## src/rtl/tvic_pkg.sv

```systemverilog
package tvic_pkg;
    // ------------------------------------------------------------
    // register indices (byte address is four times the index)
    // ------------------------------------------------------------
    localparam logic [7:0] IDX_GATE_EXTRA = 8'hA7;
    localparam logic [7:0] IDX_GATE_MAIN = 8'hA8;
    localparam logic [7:0] IDX_LEVEL_EXTRA = 8'hB7;
    localparam logic [7:0] IDX_LEVEL_MAIN = 8'hB8;
    localparam int ADDR_W = 12;
    localparam logic [7:0] REG_RESET = 8'h00;
    localparam logic [7:0] MASK_GATE_MAIN = 8'hBF;
    localparam logic [7:0] MASK_LEVEL_MAIN = 8'h3F;
    localparam logic [7:0] MASK_EXTRA = 8'h13;

    // ------------------------------------------------------------
    // field positions
    // ------------------------------------------------------------
    localparam int BIT_GLOBAL = 7;
    localparam int BIT_T2 = 5;
    localparam int BIT_U1 = 4;
    localparam int BIT_T1 = 3;
    localparam int BIT_X1 = 2;
    localparam int BIT_T0 = 1;
    localparam int BIT_X0 = 0;
    localparam int BIT_U2 = 4;
    localparam int BIT_TWI = 1;
    localparam int BIT_USB = 0;

    // ------------------------------------------------------------
    // polling positions, 0 highest
    // ------------------------------------------------------------
    localparam int NSRC = 10;
    localparam int POS_X0 = 0;
    localparam int POS_U2 = 1;
    localparam int POS_T0 = 2;
    localparam int POS_TWI = 3;
    localparam int POS_X1 = 4;
    localparam int POS_RSV = 5;
    localparam int POS_T1 = 6;
    localparam int POS_USB = 7;
    localparam int POS_U1 = 8;
    localparam int POS_T2 = 9;

    // ------------------------------------------------------------
    // vectors and timing
    // ------------------------------------------------------------
    localparam logic [15:0] VEC_X0 = 16'h0003;
    localparam logic [15:0] VEC_T0 = 16'h000B;
    localparam logic [15:0] VEC_X1 = 16'h0013;
    localparam logic [15:0] VEC_T1 = 16'h001B;
    localparam logic [15:0] VEC_U1 = 16'h0023;
    localparam logic [15:0] VEC_T2 = 16'h002B;
    localparam logic [15:0] VEC_USB = 16'h0033;
    localparam logic [15:0] VEC_TWI = 16'h0043;
    localparam logic [15:0] VEC_U2 = 16'h004B;
    localparam logic [15:0] VEC_NONE = 16'h0000;
    localparam int MC_PCLKS = 12;

    typedef enum logic [1:0] {
        NEST_NONE,
        NEST_LOW,
        NEST_HIGH,
        NEST_BOTH
    } tvic_nest_t;
endpackage : tvic_pkg

```

## src/rtl/tvic_mc_div.sv

```systemverilog
`timescale 1ns/10ps
module tvic_mc_div #(
    parameter int MC_PCLKS = tvic_pkg::MC_PCLKS
) (
    input wire logic pclk,
    input wire logic presetn,
    output logic tick
);
    import tvic_pkg::*;

    // ------------------------------------------------------------
    // machine cycle divider
    // ------------------------------------------------------------
    logic [7:0] cnt_reg;

    always_ff @(posedge pclk or negedge presetn) begin
        if (!presetn) begin
            cnt_reg <= 8'h00;
            tick <= 1'b0;
        end else if (cnt_reg == 8'(MC_PCLKS - 1)) begin
            cnt_reg <= 8'h00;
            tick <= 1'b1;
        end else begin
            cnt_reg <= cnt_reg + 8'h01;
            tick <= 1'b0;
        end
    end
endmodule : tvic_mc_div

```

## src/rtl/tvic_pick.sv

```systemverilog
`timescale 1ns/10ps
module tvic_pick (
    input wire logic [tvic_pkg::NSRC-1:0] req,
    input wire logic [tvic_pkg::NSRC-1:0] level,
    output logic found,
    output logic is_high,
    output logic [3:0] pos
);
    import tvic_pkg::*;

    // ------------------------------------------------------------
    // lowest set position wins
    // ------------------------------------------------------------
    function automatic logic [3:0] first_set(input logic [NSRC-1:0] v);
        logic [3:0] p;
        p = 4'h0;
        for (int i = NSRC - 1; i >= 0; i--) begin
            if (v[i]) begin
                p = 4'(i);
            end
        end
        return p;
    endfunction : first_set

    logic [NSRC-1:0] hi_req;

    always_comb begin
        hi_req = req & level;
        found = |req;
        is_high = |hi_req;
        if (is_high) begin
            pos = first_set(hi_req);
        end else begin
            pos = first_set(req);
        end
    end
endmodule : tvic_pick

```

## src/rtl/tvic_ctrl.sv

```systemverilog
`timescale 1ns/10ps
// Functional notes
// serial request is receive OR transmit done
// software clears serial flags itself
// one priority bit per source, 1 high
// high preempts low, nothing preempts high
// high level wins, ties by polling order
// fixed polling order, position 0 highest
// per-source enables plus global gate bit 7
// main enable register bit layout
// extra enable register bit layout
// priority registers mirror enable layouts
// evaluate previous machine cycle's samples
// withhold call on nesting, mid-instruction, interrupt_exit_instr, access
// no memory of unserviced requests
// push pc, flags word not saved, load vector
// fixed vector per source
// interrupt return clears level, pops pc
// plain return leaves in-progress set
// external flag cleared on vector only if edge
// timer 0 and 1 flags cleared on service
// software clears timer 2 flag
// reserved slot silent, registers reset to zero
// separate low and high in-progress indicators
module tvic_ctrl #(
    parameter int MC_PCLKS = tvic_pkg::MC_PCLKS
) (
    input wire logic pclk,
    input wire logic presetn,
    input wire logic psel,
    input wire logic penable,
    input wire logic pwrite,
    input wire logic [tvic_pkg::ADDR_W-1:0] paddr,
    input wire logic [31:0] pwdata,
    output logic [31:0] prdata,
    output logic pready,
    output logic pslverr,
    input wire logic ext0_request_flag,
    input wire logic ext1_request_flag,
    input wire logic ext0_edge_select,
    input wire logic ext1_edge_select,
    input wire logic timer0_overflow_flag,
    input wire logic timer1_overflow_flag,
    input wire logic timer2_overflow_flag,
    input wire logic timer2_capture_flag,
    input wire logic uart1_receive_done_flag,
    input wire logic uart1_transmit_done_flag,
    input wire logic uart2_receive_done_flag,
    input wire logic uart2_transmit_done_flag,
    input wire logic twi_request_flag,
    input wire logic usb_request_flag,
    input wire logic instr_last_cycle,
    input wire logic interrupt_exit_instr,
    input wire logic plain_subroutine_exit,
    input wire logic instr_gate_access,
    input wire logic [15:0] current_pc,
    output logic flag_sample_phase,
    output logic long_subroutine_call,
    output logic [15:0] call_vector,
    output logic [15:0] stack_push_pc,
    output logic pc_pop,
    output logic ext0_flag_clr,
    output logic ext1_flag_clr,
    output logic timer0_flag_clr,
    output logic timer1_flag_clr,
    output logic in_progress_low,
    output logic in_progress_high
);
    import tvic_pkg::*;

    // ------------------------------------------------------------
    // helpers
    // ------------------------------------------------------------
    function automatic logic [NSRC-1:0] to_poll(input logic [7:0] m,
                                                input logic [7:0] x);
        logic [NSRC-1:0] v;
        v = '0;
        v[POS_X0] = m[BIT_X0];
        v[POS_U2] = x[BIT_U2];
        v[POS_T0] = m[BIT_T0];
        v[POS_TWI] = x[BIT_TWI];
        v[POS_X1] = m[BIT_X1];
        v[POS_RSV] = 1'b0;
        v[POS_T1] = m[BIT_T1];
        v[POS_USB] = x[BIT_USB];
        v[POS_U1] = m[BIT_U1];
        v[POS_T2] = m[BIT_T2];
        return v;
    endfunction : to_poll

    function automatic logic [15:0] vector_of(input logic [3:0] p);
        logic [15:0] v;
        case (p)
            4'(POS_X0): v = VEC_X0;
            4'(POS_U2): v = VEC_U2;
            4'(POS_T0): v = VEC_T0;
            4'(POS_TWI): v = VEC_TWI;
            4'(POS_X1): v = VEC_X1;
            4'(POS_T1): v = VEC_T1;
            4'(POS_USB): v = VEC_USB;
            4'(POS_U1): v = VEC_U1;
            4'(POS_T2): v = VEC_T2;
            default: v = VEC_NONE;
        endcase
        return v;
    endfunction : vector_of

    // ------------------------------------------------------------
    // registers
    // ------------------------------------------------------------
    logic [7:0] gate_main_reg;
    logic [7:0] gate_extra_reg;
    logic [7:0] level_main_reg;
    logic [7:0] level_extra_reg;
    logic [NSRC-1:0] sample_reg;
    logic [NSRC-1:0] raw_flags;
    logic [NSRC-1:0] enabled;
    logic [NSRC-1:0] levels;
    logic tick;
    logic found;
    logic win_high;
    logic [3:0] win_pos;
    logic nest_ok;
    logic take;
    logic interrupt_exit_instr_now;
    tvic_nest_t nest_reg;
    tvic_nest_t nest_next;

    // ------------------------------------------------------------
    // apb slave
    // ------------------------------------------------------------
    logic setup;
    logic access;
    logic addr_ok;
    logic [7:0] idx;
    logic [7:0] rd_byte;

    always_comb begin
        setup = psel && !penable;
        access = psel && penable;
        idx = paddr[9:2];
        addr_ok = (paddr[ADDR_W-1:10] == '0) && (paddr[1:0] == 2'b00)
            && (idx == IDX_GATE_MAIN || idx == IDX_GATE_EXTRA
            || idx == IDX_LEVEL_MAIN || idx == IDX_LEVEL_EXTRA);
        case (idx)
            IDX_GATE_MAIN: rd_byte = gate_main_reg;
            IDX_GATE_EXTRA: rd_byte = gate_extra_reg;
            IDX_LEVEL_MAIN: rd_byte = level_main_reg;
            IDX_LEVEL_EXTRA: rd_byte = level_extra_reg;
            default: rd_byte = 8'h00;
        endcase
    end

    always_ff @(posedge pclk or negedge presetn) begin
        if (!presetn) begin
            prdata <= 32'h0000_0000;
            pslverr <= 1'b0;
            pready <= 1'b0;
        end else begin
            pready <= 1'b1;
            if (setup) begin
                pslverr <= !addr_ok;
                prdata <= (addr_ok && !pwrite) ? {24'h000000, rd_byte}
                                               : 32'h0000_0000;
            end
        end
    end

    always_ff @(posedge pclk or negedge presetn) begin
        if (!presetn) begin
            gate_main_reg <= REG_RESET;
            gate_extra_reg <= REG_RESET;
            level_main_reg <= REG_RESET;
            level_extra_reg <= REG_RESET;
        end else if (access && pready && pwrite && addr_ok) begin
            case (idx)
                IDX_GATE_MAIN: gate_main_reg <= pwdata[7:0] & MASK_GATE_MAIN;
                IDX_GATE_EXTRA: gate_extra_reg <= pwdata[7:0] & MASK_EXTRA;
                IDX_LEVEL_MAIN: level_main_reg <= pwdata[7:0] & MASK_LEVEL_MAIN;
                IDX_LEVEL_EXTRA: level_extra_reg <= pwdata[7:0] & MASK_EXTRA;
                default: gate_main_reg <= gate_main_reg;
            endcase
        end
    end

    // ------------------------------------------------------------
    // sampling
    // ------------------------------------------------------------
    tvic_mc_div #(
        .MC_PCLKS(MC_PCLKS)
    ) u_div (
        .pclk(pclk),
        .presetn(presetn),
        .tick(tick)
    );

    always_comb begin
        raw_flags = '0;
        raw_flags[POS_X0] = ext0_request_flag;
        raw_flags[POS_U2] = uart2_receive_done_flag
            | uart2_transmit_done_flag;
        raw_flags[POS_T0] = timer0_overflow_flag;
        raw_flags[POS_TWI] = twi_request_flag;
        raw_flags[POS_X1] = ext1_request_flag;
        raw_flags[POS_RSV] = 1'b0;
        raw_flags[POS_T1] = timer1_overflow_flag;
        raw_flags[POS_USB] = usb_request_flag;
        raw_flags[POS_U1] = uart1_receive_done_flag
            | uart1_transmit_done_flag;
        raw_flags[POS_T2] = timer2_overflow_flag | timer2_capture_flag;
    end

    always_ff @(posedge pclk or negedge presetn) begin
        if (!presetn) begin
            sample_reg <= '0;
            flag_sample_phase <= 1'b0;
        end else begin
            flag_sample_phase <= tick;
            if (tick) begin
                sample_reg <= raw_flags;
            end
        end
    end

    // ------------------------------------------------------------
    // polling and blocking
    // ------------------------------------------------------------
    always_comb begin
        enabled = to_poll(gate_main_reg, gate_extra_reg);
        levels = to_poll(level_main_reg, level_extra_reg);
    end

    tvic_pick u_pick (
        .req(sample_reg & enabled & {NSRC{gate_main_reg[BIT_GLOBAL]}}),
        .level(levels),
        .found(found),
        .is_high(win_high),
        .pos(win_pos)
    );

    always_comb begin
        if (win_high) begin
            nest_ok = (nest_reg == NEST_NONE)
                || (nest_reg == NEST_LOW);
        end else begin
            nest_ok = (nest_reg == NEST_NONE);
        end
        take = tick && found && nest_ok && instr_last_cycle
            && !interrupt_exit_instr && !instr_gate_access;
        interrupt_exit_instr_now = tick && instr_last_cycle && interrupt_exit_instr;
    end

    // ------------------------------------------------------------
    // nesting state
    // ------------------------------------------------------------
    always_comb begin
        nest_next = nest_reg;
        if (take) begin
            case (nest_reg)
                NEST_NONE: nest_next = win_high ? NEST_HIGH : NEST_LOW;
                NEST_LOW: nest_next = NEST_BOTH;
                default: nest_next = nest_reg;
            endcase
        end else if (interrupt_exit_instr_now) begin
            case (nest_reg)
                NEST_BOTH: nest_next = NEST_LOW;
                NEST_HIGH: nest_next = NEST_NONE;
                NEST_LOW: nest_next = NEST_NONE;
                default: nest_next = NEST_NONE;
            endcase
        end
    end

    always_ff @(posedge pclk or negedge presetn) begin
        if (!presetn) begin
            nest_reg <= NEST_NONE;
            in_progress_low <= 1'b0;
            in_progress_high <= 1'b0;
        end else begin
            nest_reg <= nest_next;
            in_progress_low <= (nest_next == NEST_LOW)
                || (nest_next == NEST_BOTH);
            in_progress_high <= (nest_next == NEST_HIGH)
                || (nest_next == NEST_BOTH);
        end
    end

    // ------------------------------------------------------------
    // call, return and flag clears
    // ------------------------------------------------------------
    always_ff @(posedge pclk or negedge presetn) begin
        if (!presetn) begin
            long_subroutine_call <= 1'b0;
            call_vector <= VEC_NONE;
            stack_push_pc <= 16'h0000;
            pc_pop <= 1'b0;
        end else begin
            long_subroutine_call <= take;
            pc_pop <= interrupt_exit_instr_now;
            if (take) begin
                call_vector <= vector_of(win_pos);
                stack_push_pc <= current_pc;
            end
        end
    end

    always_ff @(posedge pclk or negedge presetn) begin
        if (!presetn) begin
            ext0_flag_clr <= 1'b0;
            ext1_flag_clr <= 1'b0;
            timer0_flag_clr <= 1'b0;
            timer1_flag_clr <= 1'b0;
        end else begin
            ext0_flag_clr <= take && win_pos == 4'(POS_X0)
                && ext0_edge_select;
            ext1_flag_clr <= take && win_pos == 4'(POS_X1)
                && ext1_edge_select;
            timer0_flag_clr <= take && win_pos == 4'(POS_T0);
            timer1_flag_clr <= take && win_pos == 4'(POS_T1);
        end
    end
endmodule : tvic_ctrl

```

## config.mk

```make
export PLATFORM = sky130hd
export DESIGN_NAME = tvic_ctrl
export DESIGN_NICKNAME = d
export VERILOG_FILES = /design/src/rtl/tvic_pkg.sv /design/src/rtl/tvic_mc_div.sv /design/src/rtl/tvic_pick.sv /design/src/rtl/tvic_ctrl.sv
export SDC_FILE = /design/constraint.sdc
export NUM_CORES = 1
export LEC_CHECK = 0
export BUFFER_PORTS_ARGS = -buffer_cell sky130_fd_sc_hd__buf_4
export CAP_MARGIN = 20
export CORE_ASPECT_RATIO = 1.1
export CORE_MARGIN = 3
export CORE_UTILIZATION = 40
export DETAILED_ROUTE_END_ITERATION = 6
export MAX_ROUTING_LAYER = met4
export PLACE_DENSITY = 0.8
export SLEW_MARGIN = 15
export SYNTH_ARGS = -nofsm -noshare
export SYNTH_HDL_FRONTEND = slang
export SYNTH_SLANG_ARGS = --single-unit
```

## constraint.sdc

```tcl
create_clock -name pclk -period 2.9 [get_ports pclk]
set_input_delay 0.58 -clock pclk [delete_from_list [all_inputs] [get_ports pclk]]
set_output_delay 0.58 -clock pclk [all_outputs]
set_load 0.005 [all_outputs]
```

==> run metrics <==
Diodes inserted 0; max-capacitance violation count 0; ys flop type sky130_fd_sc_hd__dfrtp_1; number of buffer cells added on primary ports 96; unrepaired setup endpoints after global routing false; Avg Vias per Cell 5.06; Max Slew Vio Count 0; die footprint 10800 sq um; first-pass GRT wire length 13100 um; leading cell type in the layout, fill and taps excluded sky130_fd_sc_hd__buf_4; worst setup timing slack at the placement stage 327 ps; half-perimeter wire length of the detailed placement result between 6000 and 7000 um; maximum number of pins on one net before global-route repair 78; DIE HEIGHT 109 um; Synth Register Bits 77; final period demand of the worst path approximately 2600 ps; number of buffers added for setup after CTS 0; share of post-route cells with drive strength above 1 0.359; power after layout 1.98 mW; area of the mapped netlist 3850 sq um; worst slew margin relative to its limit 0.377; average wire length per cell after detail routing 14.5 um; global placer's final weighted congestion 0.888; clk sink count 77; number of synthesis warnings 0; cell count after placement 530; cell breakdown of the critical path nand4_1 -> o2111ai_1 -> nor3_2 -> a41o_1 -> inv_1 -> ha_1 -> and3_1 -> a211oi_1 -> o2bb2ai_1; via count of the first global-routing pass 2693; maximum buffer depth of the clock tree 2; Util after Layout 0.517; Post-Synthesis Cells approximately 330; PD cells 421 nW/um^2; type of origin of the critical path flip-flop; Peak supply drop 0.194 mV; global-route usage over all layers 0.156; hold violation total from the final report 0; initial core utilization 0.424; Setup-failing EPs final 0; number of nets in the final layout 516; core area 9100 sq um; final setup TNS 0 ps; number of H-tree levels 3; clock buffer count from CTS 9; Cell variety after synth 51; most used cells in the layout excluding fill and tap cells 97 x sky130_fd_sc_hd__buf_4, 77 x sky130_fd_sc_hd__dfrtp_1, 36 x sky130_fd_sc_hd__conb_1, 26 x sky130_fd_sc_hd__mux2_2, 24 x sky130_fd_sc_hd__nand2_1; flip-flop count of the largest register, all copies and words added 16; critical path capture point type flip-flop; run status finished clean; overflow left after global routing 0; standard-cell row count 36; worst endpoint data arrival time ~2800 ps; fmax 388 MHz; quantity of gates resized following cts 0; gate family responsible for the most delay along the worst path compound AO/OA/AOI/OAI gates; Avg Synthesized Cell Area 11.7 sq um; proportion of synthesized flip-flops having asynchronous set or reset 1.00; Clock Skew approximately 17 ps; antenna-violating nets left 0; number of non-filler instances in the completed layout 546; number of enable-type register cells in the synthesized netlist 0; Crit path buffers/inverters 1; measured slew at the worst slew-check pin 935 ps; drt first pass iters 4; post-synthesis to final-layout area growth 22.1%; number of antenna violations at the first check in global routing 0; Clock Latency Late Sink 350 ps; Root Buffer sky130_fd_sc_hd__clkbuf_8; DRC Markers 0; I/O pin count 158; PnR worst setup slack 322 ps; sequential share of the synthesized area 0.500; CP max stage cell sky130_fd_sc_hd__dfrtp_1; layout filler cell count between 800 and 900; DRC marker count from the first detailed-route iteration 174; Leak 2.46 nW; type of the worst setup path reg2reg; critical-path maximum fanout 17; clock tree from TritonCTS built; path class of the lowest-slack min-delay path in2async; slowest cell delay on critical path 590 ps; Die Span X between 90 and 100 um; wire length reported by the detailed router 7940 um; via total after detailed routing 2763; Hold-fix buffers, CTS 0; clock-pin slew on the worst setup and hold paths ~80 ps; register-to-register path setup slack 320 ps; final clock period utilization by the worst path 0.889; required arrival time at the worst endpoint 3120 ps
-- layout make-up --
type,instances,area [sq um],share of cell area
sequential,77,1930,0.410
multi-input combinational,236,1690,0.360
clock inverter,6,52.6,0.0112
inverter,6,22.5,0.00479
clock buffer,10,138,0.0293
timing repair buffer,97,728,0.155
tap,114,143,0.0303
-- Yosys cell counts, drive strengths merged (4+ instances only) --
library cell / n / area, sq um
dfrtp: 77 / 1930
mux2: 42 / 514
buf: 41 / 327
nand2: 24 / 90.1
nor2: 17 / 63.8
nand3: 11 / 60.1
a21oi: 9 / 45.0
and3: 9 / 56.3
mux2i: 9 / 90.1
nand4: 9 / 56.3
a22o: 7 / 61.3
o21ai: 7 / 35.0
ha: 6 / 75.1
inv: 6 / 22.5
and2: 5 / 31.3
a22oi: 4 / 30.0
o22ai: 4 / 25.0
-- report_power, final --
part | switching (mW) | total [mW] | internal [mW]
logic | 0.0577 | 0.119 | 0.0610
registers | 0.00963 | 1.09 | 1.08
clock network | 0.424 | 0.771 | 0.347
-- worst register-to-register path, cell delays in order, from the launching register on --
cell and delay (ps):
sky130_fd_sc_hd__dfrtp_1 590, sky130_fd_sc_hd__nand4_1 260, sky130_fd_sc_hd__o2111ai_1 250, sky130_fd_sc_hd__nor3_2 310
sky130_fd_sc_hd__a41o_1 300, sky130_fd_sc_hd__inv_1 80, sky130_fd_sc_hd__ha_1 210, sky130_fd_sc_hd__and3_1 150
sky130_fd_sc_hd__a211oi_1 220, sky130_fd_sc_hd__o2bb2ai_1 100
-- cells by family after synthesis --
kind of cell,after synthesis,share of synthesized area
flip-flops,77,0.500
AND/OR/NAND/NOR,90,0.126
adder cells (fa/ha/maj),6,0.0195
other,2,0.00195
buffers and inverters,50,0.0935
AO/OA/AOI/OAI,47,0.0890
XOR/XNOR,6,0.0136
multiplexers,51,0.157
-- routing by layer --
layer / track usage / share of wire / up-vias
met5: - / 0 / -
met4: 0.0654 / 0.020 / 0
met3: 0.0275 / 0.067 / 16
met2: 0.266 / 0.52 / 111
met1: 0.184 / 0.39 / 1340
li1: - / - / 1296
-- worst paths after layout --
path,startpoint,endpoint,cells after the start
worst max register to register,gate_main_reg[7],call_vector[3],9
worst min register to register,u_div.cnt_reg[7],u_div.cnt_reg[7],1
worst max-delay path,gate_main_reg[7],call_vector[3],9
worst min-delay path,presetn,call_vector[5],1
max in group asynchronous,presetn,call_vector[1],1
min in group pclk,current_pc[10],stack_push_pc[10],2
-- per-stage QoR --
| step | area, sq um | hold WS (ps) |
|---|---|---|
| 3_5_place_dp | 4510 | 469 |
| 3_3_place_gp | 4510 | 450 |
| 2_1_floorplan | 3980 | 284 |
| 5_1_grt | 4700 | 434 |
| 6_report | 4700 | 364 |
| 4_1_cts | 4700 | 408 |
Note: power is estimated with default switching activity, not from simulation.
